### src/rlc_pkg.sv
`default_nettype none
package rlc_pkg;
    // =====================================================
    // widths
    localparam int DATA_W = 8;                    // operand byte
    localparam int ADDR_W = 12;                   // data space address
    localparam int BANK_W = 4;                    // bank number width
    localparam int OPC_W  = 6;                    // opcode field width

    // =====================================================
    // encoding and bit positions
    localparam logic [OPC_W-1:0] OPC_ROTL_CARRY = 6'h0d; // 0011 01da
    localparam int               MSB_BIT        = 7;     // bit leaving into carry
    localparam int               LSB_BIT        = 0;     // bit fed from carry

    // =====================================================
    // access bank layout
    localparam logic [DATA_W-1:0] ACC_SPLIT   = 8'h60;   // first byte of the upper half
    localparam logic [DATA_W-1:0] IDX_LIMIT   = 8'h5f;   // last indexed offset (95)
    localparam logic [BANK_W-1:0] ACC_LO_BANK = 4'h0;    // lower half lives in bank 0
    localparam logic [BANK_W-1:0] ACC_HI_BANK = 4'hf;    // upper half lives in the top bank

    // =====================================================
    // reset values
    localparam logic [DATA_W-1:0] W_RST    = 8'h00;      // working register
    localparam logic              FLAG_RST = 1'b0;       // every status flag

    // =====================================================
    // carrier types
    typedef struct packed {
        logic [OPC_W-1:0]  opc;                   // operation code
        logic              dest;                  // 1: back to operand, 0: working register
        logic              acc;                   // 1: banked, 0: access bank
        logic [DATA_W-1:0] f;                     // file address byte
    } rlc_insn_t;

    typedef struct packed {
        logic [ADDR_W-1:0] addr;                  // resolved data address
        logic [DATA_W-1:0] wdata;                 // byte to write
        logic              re;                    // read strobe
        logic              we;                    // write strobe
    } rlc_file_req_t;

    typedef struct packed {
        logic neg;                                // result bit 7
        logic zero;                               // result is zero
        logic carry;                              // bit shifted out
    } rlc_flags_t;
endpackage : rlc_pkg
`default_nettype wire

### src/rlc_exec.sv
`timescale 1ns/10ps
`default_nettype none
module rlc_exec
    import rlc_pkg::*;
(
    input  wire logic                 ref_clk,
    input  wire logic                 rst_n,
    input  wire logic                 insn_valid,
    output logic                      insn_ready,
    input  wire rlc_insn_t            insn_word,
    input  wire logic                 ext_set_en,
    input  wire logic [BANK_W-1:0]    bank_number_register,
    input  wire logic [ADDR_W-1:0]    index_base,
    input  wire logic [DATA_W-1:0]    file_rdata,
    output rlc_file_req_t             file_req,
    output logic [DATA_W-1:0]         w_out,
    output rlc_flags_t                flags_out,
    output logic                      done,
    output logic                      bad_op
);

    // the block runs one instruction at a time: every clock edge is one quarter
    // phase, so a whole instruction cycle is four edges plus one idle edge in
    // which the next word is taken. the register file itself sits outside; this
    // block only asks for one byte in q2 and hands one byte back in q4.

    // =====================================================
    // quarter phases of the instruction cycle
    typedef enum logic [2:0] {
        PH_IDLE,
        PH_Q1,
        PH_Q2,
        PH_Q3,
        PH_Q4
    } rlc_phase_t;

    // pipeline registers; opnd_r to flags_r each written in one quarter, phase_r, req_r and the pulses in more
    rlc_phase_t        phase_r;                   // current quarter
    rlc_phase_t        phase_nxt;                 // next quarter
    rlc_insn_t         insn_r;                    // instruction held for the cycle
    logic [ADDR_W-1:0] addr_nxt;                  // combinational address
    logic [DATA_W-1:0] opnd_r;                    // operand read in Q2
    logic [DATA_W-1:0] res_r;                     // rotated result from Q3
    logic              cout_r;                    // carry out from Q3
    logic              legal_r;                   // opcode matched in Q1
    logic [DATA_W-1:0] w_r;                       // working register
    rlc_flags_t        flags_r;                   // status flags
    rlc_file_req_t     req_r;                     // registered file request
    logic              done_r;                    // end of cycle pulse
    logic              bad_r;                     // unknown opcode pulse

    // a new instruction is only taken between cycles
    assign insn_ready = (phase_r == PH_IDLE);
    assign file_req   = req_r;
    assign w_out      = w_r;
    assign flags_out  = flags_r;
    assign done       = done_r;
    assign bad_op     = bad_r;

    // =====================================================
    // phase sequencer
    // a fixed sequence with no wait states keeps the latency constant, at the
    // cost of a dead idle quarter between back to back instructions
    always_comb begin
        case (phase_r)
            PH_IDLE: begin
                // idle until an instruction is offered
                phase_nxt = insn_valid ? PH_Q1 : PH_IDLE;
            end
            PH_Q1: begin
                phase_nxt = PH_Q2;
            end
            PH_Q2: begin
                phase_nxt = PH_Q3;
            end
            PH_Q3: begin
                phase_nxt = PH_Q4;
            end
            PH_Q4: begin
                // back to back: the next word may be taken right after Q4
                phase_nxt = PH_IDLE;
            end
            default: begin
                phase_nxt = PH_IDLE;
            end
        endcase
    end

    // strictly four quarters per instruction, no stalls
    always_ff @(posedge ref_clk) begin
        if (!rst_n) begin
            phase_r <= PH_IDLE;
        end else begin
            phase_r <= phase_nxt;
        end
    end

    // instruction capture on acceptance
    always_ff @(posedge ref_clk) begin
        if (!rst_n) begin
            insn_r <= '0;
        end else if (insn_ready && insn_valid) begin
            insn_r <= insn_word;
        end
    end

    // =====================================================
    // operand address resolution
    // priority: banked first, then the indexed window, then the two access halves.
    // the indexed window only exists with the extended set on; without it the
    // same low bytes fall back to the lower access half as plain addresses.
    // bank, extended set switch and index base count only at the q1 edge;
    // the word itself is the captured copy, so the caller may move on early.
    always_comb begin
        addr_nxt = '0;
        if (insn_r.acc) begin
            // banked access: bank number on top of the byte
            addr_nxt = {bank_number_register, insn_r.f};
        end else if (ext_set_en && (insn_r.f <= IDX_LIMIT)) begin
            // indexed literal offset off the index base; wraps inside data space
            addr_nxt = ADDR_W'(index_base + {{(ADDR_W-DATA_W){1'b0}}, insn_r.f});
        end else if (insn_r.f < ACC_SPLIT) begin
            // lower half of the access bank
            addr_nxt = {ACC_LO_BANK, insn_r.f};
        end else begin
            // upper half maps onto the special function area
            addr_nxt = {ACC_HI_BANK, insn_r.f};
        end
    end

    // q1: decode and check the opcode
    // the resolved address goes straight into the file request below
    always_ff @(posedge ref_clk) begin
        if (!rst_n) begin
            legal_r <= 1'b0;
        end else if (phase_r == PH_Q1) begin
            legal_r <= (insn_r.opc == OPC_ROTL_CARRY);
        end
    end

    // =====================================================
    // file request: read in q2, write in q4
    // both strobes are single quarter pulses; the address is not cleared
    // afterwards so the file sees a stable address across the write as well.
    // hazard: an unknown opcode must not reach the file at all, hence the
    // opcode test on the read and legal_r on the write.
    always_ff @(posedge ref_clk) begin
        if (!rst_n) begin
            req_r <= '0;
        end else begin
            req_r.re <= 1'b0;
            req_r.we <= 1'b0;
            if (phase_r == PH_Q1) begin
                // strobe stands through q2, address already resolved
                req_r.addr <= addr_nxt;
                req_r.re   <= (insn_r.opc == OPC_ROTL_CARRY);
            end else if (phase_r == PH_Q3 && legal_r && insn_r.dest) begin
                // result goes back to the operand location
                req_r.wdata <= {opnd_r[MSB_BIT-1:LSB_BIT], flags_r.carry};
                req_r.we    <= 1'b1;
            end
        end
    end

    // q2: the file answers within the same quarter, taken at its end
    always_ff @(posedge ref_clk) begin
        if (!rst_n) begin
            opnd_r <= '0;
        end else if (phase_r == PH_Q2) begin
            opnd_r <= file_rdata;
        end
    end

    // =====================================================
    // q3: rotate through carry
    // the carry used for bit 0 is the flag as it stands before q4, so a chain
    // of rotates moves one bit per instruction through the carry
    always_ff @(posedge ref_clk) begin
        if (!rst_n) begin
            res_r  <= '0;
            cout_r <= FLAG_RST;
        end else if (phase_r == PH_Q3) begin
            res_r  <= {opnd_r[MSB_BIT-1:LSB_BIT], flags_r.carry};
            cout_r <= opnd_r[MSB_BIT];
        end
    end

    // =====================================================
    // q4: working register, only when dest is zero
    always_ff @(posedge ref_clk) begin
        if (!rst_n) begin
            w_r <= W_RST;
        end else if (phase_r == PH_Q4 && legal_r && !insn_r.dest) begin
            w_r <= res_r; // operand location left untouched
        end
    end

    // q4: status flags follow the result
    // an unknown opcode leaves all flags as they were
    always_ff @(posedge ref_clk) begin
        if (!rst_n) begin
            flags_r <= '{neg: FLAG_RST, zero: FLAG_RST, carry: FLAG_RST};
        end else if (phase_r == PH_Q4 && legal_r) begin
            flags_r.carry <= cout_r;
            flags_r.neg   <= res_r[MSB_BIT];
            flags_r.zero  <= (res_r == '0);
        end
    end

    // =====================================================
    // completion pulses, one cycle after q4
    // an unknown opcode still burns the whole cycle so timing stays fixed
    // done and bad_op never stand longer than one cycle
    always_ff @(posedge ref_clk) begin
        if (!rst_n) begin
            done_r <= 1'b0;
            bad_r  <= 1'b0;
        end else begin
            done_r <= (phase_r == PH_Q4);
            bad_r  <= (phase_r == PH_Q4) && !legal_r;
        end
    end

endmodule : rlc_exec
`default_nettype wire

### config.mk
export PLATFORM = sky130hd
export DESIGN_NAME = rlc_exec
export DESIGN_NICKNAME = d
export VERILOG_FILES = /design/src/rlc_pkg.sv /design/src/rlc_exec.sv
export SDC_FILE = /design/constraint.sdc
export NUM_CORES = 1
export LEC_CHECK = 0
export BUFFER_PORTS_ARGS = -buffer_cell sky130_fd_sc_hd__buf_2
export CAP_MARGIN = 10
export CORE_MARGIN = 8
export CORE_UTILIZATION = 30
export CTS_BUF_LIST = sky130_fd_sc_hd__clkbuf_8
export CTS_CLUSTER_SIZE = 28
export DETAILED_ROUTE_END_ITERATION = 6
export PLACE_DENSITY = 0.6
export SETUP_SLACK_MARGIN = 0.1
export SLEW_MARGIN = 20
export SYNTH_ARGS = -nofsm -noshare
export SYNTH_HDL_FRONTEND = slang
export SYNTH_SLANG_ARGS = --single-unit
### constraint.sdc
create_clock -name ref_clk -period 4.3 [get_ports ref_clk]
set_input_delay 0.43 -clock ref_clk [delete_from_list [all_inputs] [get_ports ref_clk]]
set_output_delay 0.43 -clock ref_clk [all_outputs]
set_load 0.05 [all_outputs]
# After elaboration in Yosys (flattened, before gate mapping)
# Cells that the tools add are included.
[word_totals] in_bits=44 regBits=72
[op_classes] n_bitwise=2 n_eq_ne=5 magnitude_cmp=2 muxes=6 n_reduce_logical=14 n_addsub=1
[ops] cell="12-bit two-way mux" count=3
[ops] cell="12-bit by 8-bit adder with 12-bit output" count=1
[ops] cell="3-bit case mux with 4 select lines" count=1
[ops] cell="8-bit by 7-bit less-or-equal comparator with 1-bit output (second input constant)" count=1
[ops] cell="8-bit logical NOT" count=1
[ops] cell="8-bit by 7-bit less-than comparator with 1-bit output (second input constant)" count=1
[ops] cell="1-bit logical AND" count=7
[ops] cell="3-bit by 2-bit equality test with 1-bit output (second input constant)" count=2
[ops] cell="6-bit by 4-bit equality test with 1-bit output (second input constant)" count=1
[ops] cell="2-bit AND reduction" count=2
[ops] cell="3-bit by 1-bit equality test with 1-bit output (second input constant)" count=1
[ops] cell="3-bit equality test (second input constant)" count=1
[ops] cell="3-bit logical NOT" count=1
[ops] cell="1-bit logical NOT" count=2
[ops] cell="1-bit two-way mux" count=2
[ops] cell="1-bit inverter" count=2
[ops] cell="2-bit OR reduction" count=1

# Longest topological paths before layout
# Gate-level depths: netlist (run 1).
[depth] depth_word=4 depth_mapped=9 depth_no_buf=9

# Worst setup path before layout (run 1)
# Ideal clock, no wire load.
[synth_timing] kind="input-to-reg" from="input index_base[0]" to="register req_r, in the netlist file_req[20]" setup_time_ns=0.117 path_buffers=0 stages=9 setup_slack_ns=2.288 arrival_ns=1.894 t_required_ns=4.183 path_cell_list="ha_1 -> inv_1 -> fa_1 -> nor2b_1 -> o31a_1 -> o21ai_2 -> xor2_1 -> o21ai_1 -> a32o_1"
[synth_between] elab_chain_cells=3
[synth_rtl] element="start: declaration" line_no="rlc_exec.sv:13" text="input wire logic [ADDR_W-1:0] index_base,"
[synth_rtl] element="12-bit by 8-bit adder with 12-bit output" line_no="rlc_exec.sv:121" text="addr_nxt = ADDR_W'(index_base + {{(ADDR_W-DATA_W){1'b0}}, insn_r.f});"
[synth_rtl] element="12-bit two-way mux" line_no="rlc_exec.sv:119" text="end else if (ext_set_en && (insn_r.f <= IDX_LIMIT)) begin"
[synth_rtl] element="12-bit two-way mux" line_no="rlc_exec.sv:116" text="if (insn_r.acc) begin"
[synth_rtl] element="end: declaration" line_no="rlc_exec.sv:48" text="rlc_file_req_t req_r;"
# Every way passes these cells.
# A chain may end at the register's enable or synchronous reset.

# Worst setup path in the final report (run 1)
[layout_timing] from="register insn_r[0] in the netlist's numbering" to="register req_r, in the netlist file_req[18]"
[layout_between] elab_chain_cells=4
[layout_rtl] element="start: declaration" line_no="rlc_exec.sv:40" text="rlc_insn_t insn_r;"
[layout_rtl] element="start signal: assignment" line_no="rlc_exec.sv:103" text="insn_r <= insn_word;"
[layout_rtl] element="8-bit by 7-bit less-than comparator with 1-bit output or 8-bit by 7-bit less-or-equal comparator with 1-bit output (tied branches)" line_no="rlc_exec.sv:122, rlc_exec.sv:119"
[layout_rtl] element="12-bit two-way mux or 1-bit logical AND (tied branches)" line_no="rlc_exec.sv:122, rlc_exec.sv:119"
[layout_rtl] element="12-bit two-way mux (*)" line_no="rlc_exec.sv:119"
[layout_rtl] element="12-bit two-way mux (*)" line_no="rlc_exec.sv:116"
# Every way passes the cells marked *; elsewhere a longest branch is shown, timed or not.

==> results.cfg, run 1 <==
[sta]
skew_ns = 0.0109
finalHoldViolCount = 0
rsz0062_at_grt = false
tns_ns = 0
fmax_mhz = 467
worst_slack_ns = 2.16
tightest_slew_ns = 0.778
period_minus_slack_ns = 2.14
finalCritPeriodShare = 0.498
relSlewSlack = 0.481
setup_violations = 0
holdWs_ns = 0.320
slew_violations = 0

[flow_run]
drv_cap = 0

[logic_synthesis]
synth_most_common_cell = nand2_1
ys_top_cells_by_area = dfxtp_1, nand2_1, a21boi_0
yosys_warnings = 0
netlist_area_mm2 = 0.00314
syn_nets = 415
synthCells = 362
yosys.area.top_type = dfxtp_1
synth_edf_count = 0
synth-seq-cells = 72
synth.distinct_cells = 42
ys_top_cells_by_count = nand2_1, dfxtp_1, a21boi_0
synth_seq_area_share = 0.459
ys.flop_type = dfxtp_1
syn_avg_cell_area_um2 = 8.68
synth.top_cell.area_share = 0.459
synthArstFlopShare = 0

[floorplan]
ioPinCount = 80
core-area_mm2 = 0.0102
design.die.area_mm2 = 0.0140
die_w_um = 118
rows = 37
start_util = 0.307
die_y_um = 118

[drt]
drtIter0Drc = 144
routed_wl_um = 8070
drt_pass1_iterations = 4
drc_errors = 0
drt-vias-per-instance = 4.69
drtAntennaViolNets = 0
vias = 2705
routedWlPerCell_um = 14.0

[clocking]
clock_sinks = 72
clockBufferDepth = 2
clockRootBuffer = clkbuf_8
clk_latency_ns = 0.35
path_clk_slew_ns = 0.09
htreeDepth = 3
numCtsBuffers = 9
cts_hold_buf = 0
cts_resized = 0
cts_tree = built
post_cts_buffers = 0

[cells_and_area]
diodes = 0
nets = 489
regArea_mm2 = 0.00144
num-fill-cells = 1088
area_delta_synth_final_pct = 22.0
multi_input_area_mm2 = 0.00162
drive_above_1_share = 0.229

[setup_path]
worstReg2RegEnd = file_req[18]
crit_arrival_ns = 2.39
end_kind = register
r2r_cells = 9
critPathMaxFanout = 4
worstReg2RegStart = insn_r[0]
required_ns = 4.55
startpoint_type = register
path_class = register to register
rrSetupSlack_ns = 2.16

[global_route]
grt_max_degree = 57
grt_pass1_vias = 2828
grtUsageTotal = 0.118
gr-total-overflow = 0
antenna_found_initial = 0
grt_pass1_wl_um = 13700

[power]
switching_share = 0.312
switchingPower_uw = 454
powerDensity_mw_per_mm2 = 379
p_int_uw = 999
ir_drop_mv = 0.136
total_power_uw = 1450
pwr-share-clk = 0.350
comb_power_share = 0.153
leakage_uw = 0.00156
sequentialPowerShare = 0.497

[placement]
place_congestion = 0.788
hpwl_um = 6080
io_buffers = 79
pre_cts_ws_ns = 2.01

[outcome]
status = finished, final reports clean

[hold_path]
holdCritStartpoint = insn_word[3]
holdPathStages = 3
hold_path_end = insn_r[3]
min_path_type = input port to register
-- power by group through the flow --
stage / logic, µW / clock network, µW / registers, µW
2_1_floorplan: 137 / 0 / 757
3_3_place_gp: 219 / 0 / 736
3_5_place_dp: 224 / 0 / 737
4_1_cts: 225 / 526 / 721
5_1_grt: 249 / 559 / 726
6_report: 223 / 508 / 721
-- worst max-delay path by stage --
stage                        startpoint           end  slack, ns  depth (start not counted)
after floorplan           index_base[0]  file_req[20]       2.29                          9
after global placement    index_base[0]  file_req[20]       2.09                         10
after detailed placement  index_base[0]  file_req[18]       2.01                         10
after CTS                     insn_r[0]  file_req[18]       2.15                          9
after global routing          insn_r[0]  file_req[18]       2.02                          9
final                         insn_r[0]  file_req[18]       2.16                          9
-- cell type report --
class | instances | share of cell area
clock buffer | 9 | 0.0323
clock inverter | 7 | 0.0163
inverter | 4 | 0.00392
multi-input combinational | 269 | 0.422
sequential | 72 | 0.376
tap | 136 | 0.0444
timing repair buffer | 80 | 0.105
-- cells in the final DEF, fill, tap and decap left out, types with 3 or more instances in the layout --
master / instances
nand2_1: 90
buf_2: 79
dfxtp_1: 72
a21boi_0: 40
o21ai_0: 18
nor2b_1: 16
nor2_1: 12
a21oi_1: 12
mux2i_1: 11
clkbuf_8: 9
ha_1: 8
nand2b_1: 6
o21ai_1: 5
inv_1: 4
and2_1: 4
xor2_1: 4
nand3_1: 4
inv_6: 4
o21a_1: 3
o211ai_1: 3
xnor2_1: 3
a32oi_1: 3
-- state kept, by name, summed over array words and instances, names as in the netlist, 3 cells and up --
name	cells
file_req	22
flags_out	3
insn_r	16
opnd_r	8
phase_r	3
res_r	8
w_out	8
-- routing by layer --
| layer | global-route usage | part of all wire |
|---|---|---|
| met5 | 0 | 0 |
| met4 | 0.0480 | 0.011 |
| met3 | 0.0381 | 0.065 |
| met2 | 0.188 | 0.45 |
| met1 | 0.146 | 0.47 |
-- cell families (layout without fill, tap and decap cells) --
logic type	Yosys count	in the layout	share of synthesized area
DFF	72	72	0.459
xor gates and xnor gates	7	7	0.0195
and+or+nand+nor	145	145	0.211
AOI/OAI and AO/OA	97	97	0.211
buffers and inverters	21	100	0.0267
adders and majority gates	9	9	0.0382
muxes	11	11	0.0350
-- critical path, stage by stage, from the launching register on --
cell and delay [ns]:
dfxtp_1 0.37, ha_1 0.18, inv_1 0.06, fa_1 0.37, nor2b_1 0.20, o31a_1 0.25
o21ai_2 0.10, xor2_1 0.16, o21ai_1 0.08, a32o_1 0.27
-- stage by stage --
step            util  std cells  instance area, µm²
6_report       0.375        577                3830
5_1_grt        0.375        577                3830
4_1_cts        0.375        577                3830
3_5_place_dp   0.356        561                3650
3_3_place_gp   0.356        561                3650
2_1_floorplan      -        362                3140
(Power assumes the default switching activity.)
==> run 2: changes to the inputs <==
- clock period: 4.3 -> 2.03 ns (I/O delays scaled with it)
==> run 2 against run 1 <==
Clock skew grew 0.0037 ns. Maximum frequency grew 10%. Count of clock-buffer cells in the layout is the same. Largest power group unchanged. Highest routed layer is now met5.
==> results.cfg, run 2 (synthesized netlist as in run 1, its figures left out) <==
[outcome]
status = finished, final reports clean

[cells_and_area]
diodes = 0
nets = 502
mostFrequentLayoutCell = nand2_1
drive_above_1_share = 0.267
final_cell_mix = nand2_1, buf_2, dfxtp_1
num-fill-cells = 1043
largest_reg_flops = 22
finish.instance_area_mm2 = 0.00398
area_delta_synth_final_pct = 26.8

[clocking]
numCtsBuffers = 9
clockRootBuffer = clkbuf_8
clockBufferDepth = 2
path_clk_slew_ns = 0.09
cts_tree = built
htreeDepth = 3
clock_sinks = 72
clk_latency_ns = 0.35

[sta]
finalHoldViolCount = 0
period_minus_slack_ns = 1.94
rsz0062_at_grt = true
tns_ns = 0
setup_violations = 0
skew_ns = 0.0146
fmax_mhz = 515
slew_violations = 0
holdWs_ns = 0.0908
finalCritPeriodShare = 0.956
tightest_slew_ns = 0.563
relSlewSlack = 0.624
worst_slack_ns = 0.0900

[drt]
vias = 2814
drtAntennaViolNets = 0
drc_errors = 0
drt_pass1_iterations = 4
routed_wl_um = 8330
drt-vias-per-instance = 4.77
routedWlPerCell_um = 14.1
drtIter0Drc = 175

[global_route]
grt_pass1_vias = 2776
grtUsageTotal = 0.120
antenna_found_initial = 1
gr-total-overflow = 0
grt_max_degree = 40
grt_pass1_wl_um = 13700

[hold_path]
min_path_type = input port to register
holdPathStages = 3

[power]
ir_drop_mv = 0.277
powerDensity_mw_per_mm2 = 794
leakage_uw = 0.00165

[floorplan]
rows = 37
start_util = 0.307
die_w_um = 118
core-area_mm2 = 0.0102
design.die.area_mm2 = 0.0140
ioPinCount = 80
die_y_um = 118

[setup_path]
crit_arrival_ns = 2.23
worstSetupEndpoint = file_req[14]
critPathMaxFanout = 2
end_kind = register
r2r_cells = 12
required_ns = 2.32
cp_top_family = adder cells
crit_buf_inv = 5
slowest_stage = dfxtp_2
startpoint_type = register
worstReg2RegEnd = file_req[14]
crit_top_cell = buf_4
crit_path_cell_trace = ha_4, inv_2, fa_2, nor2b_4, buf_4, buf_6, buf_4, buf_4, o21ai_1, a211oi_1, a21oi_1, o21ai_1
crit_start = insn_r[0]
rrSetupSlack_ns = 0.09
cp.depth = 12
path_class = register to register
worstReg2RegStart = insn_r[0]
slowest_delay_ns = 0.36

[placement]
place_congestion = 0.824
io_buffers = 79
placed_area_mm2 = 0.00371
pre_cts_ws_ns = -0.0434
hpwl_um = 6210

[flow_run]
drv_cap = 0
## run 2: worst register-to-register path, cell delays in order (launching register included)
cell and delay, ns:
dfxtp_2 0.36, ha_4 0.14, inv_2 0.04, fa_2 0.36
nor2b_4 0.13, buf_4 0.12, buf_6 0.08, buf_4 0.09
buf_4 0.10, o21ai_1 0.05, a211oi_1 0.24, a21oi_1 0.07
o21ai_1 0.12
## run 2: per-layer routing
layer  GRT usage  vias up  share of wire
met5           0        -         0.0016
met1       0.141     1307           0.45
met3      0.0424       14          0.066
li1            -     1415              -
met4      0.0504        2          0.020
met2       0.195       76           0.46
## run 2: power breakdown
| group | internal [µW] | switching, µW | leakage (µW) |
|---|---|---|---|
| clock network | 569 | 555 | 0.000105 |
| logic | 201 | 313 | 0.000962 |
| registers | 1470 | 53.7 | 0.000585 |
| total | 2240 | 922 | 0.00165 |
## run 2: timing repair
item | in CTS | in global routing
endpoints found under the setup margin | 4 | 6
hold buffers | 0 | 0
pin swaps | 8 | 7
setup buffers | 3 | 1
gates resized for setup | 7 | 7
cloned | 0 | 0
## run 2: how the worst min path moves through the flow
stage,start,endpoint,slack (ns)
2_1_floorplan,insn_word[3],insn_r[3],0.34
3_3_place_gp,insn_r[15],file_req[1],0.43
3_5_place_dp,insn_r[15],file_req[1],0.43
4_1_cts,insn_word[0],insn_r[0],0.07
5_1_grt,insn_word[0],insn_r[0],0.08
6_report,insn_word[0],insn_r[0],0.09
## run 2: stage by stage
step	cells	utilization	power (µW)
final	590	0.389	3160
after global routing	590	0.389	3330
after CTS	589	0.386	3200
after detailed placement	570	0.363	2050
after global placement	570	0.363	2040
after floorplan	362	-	1890
## run 2: cell type report
cell class / instances / area, µm² / area share
multi-input combinational: 269 / 1650 / 0.415
sequential: 72 / 1440 / 0.362
clock buffer: 9 / 124 / 0.0311
inverter: 4 / 15.0 / 0.00377
tap: 136 / 170 / 0.0427
timing repair buffer: 93 / 504 / 0.127
clock inverter: 7 / 73.8 / 0.0185
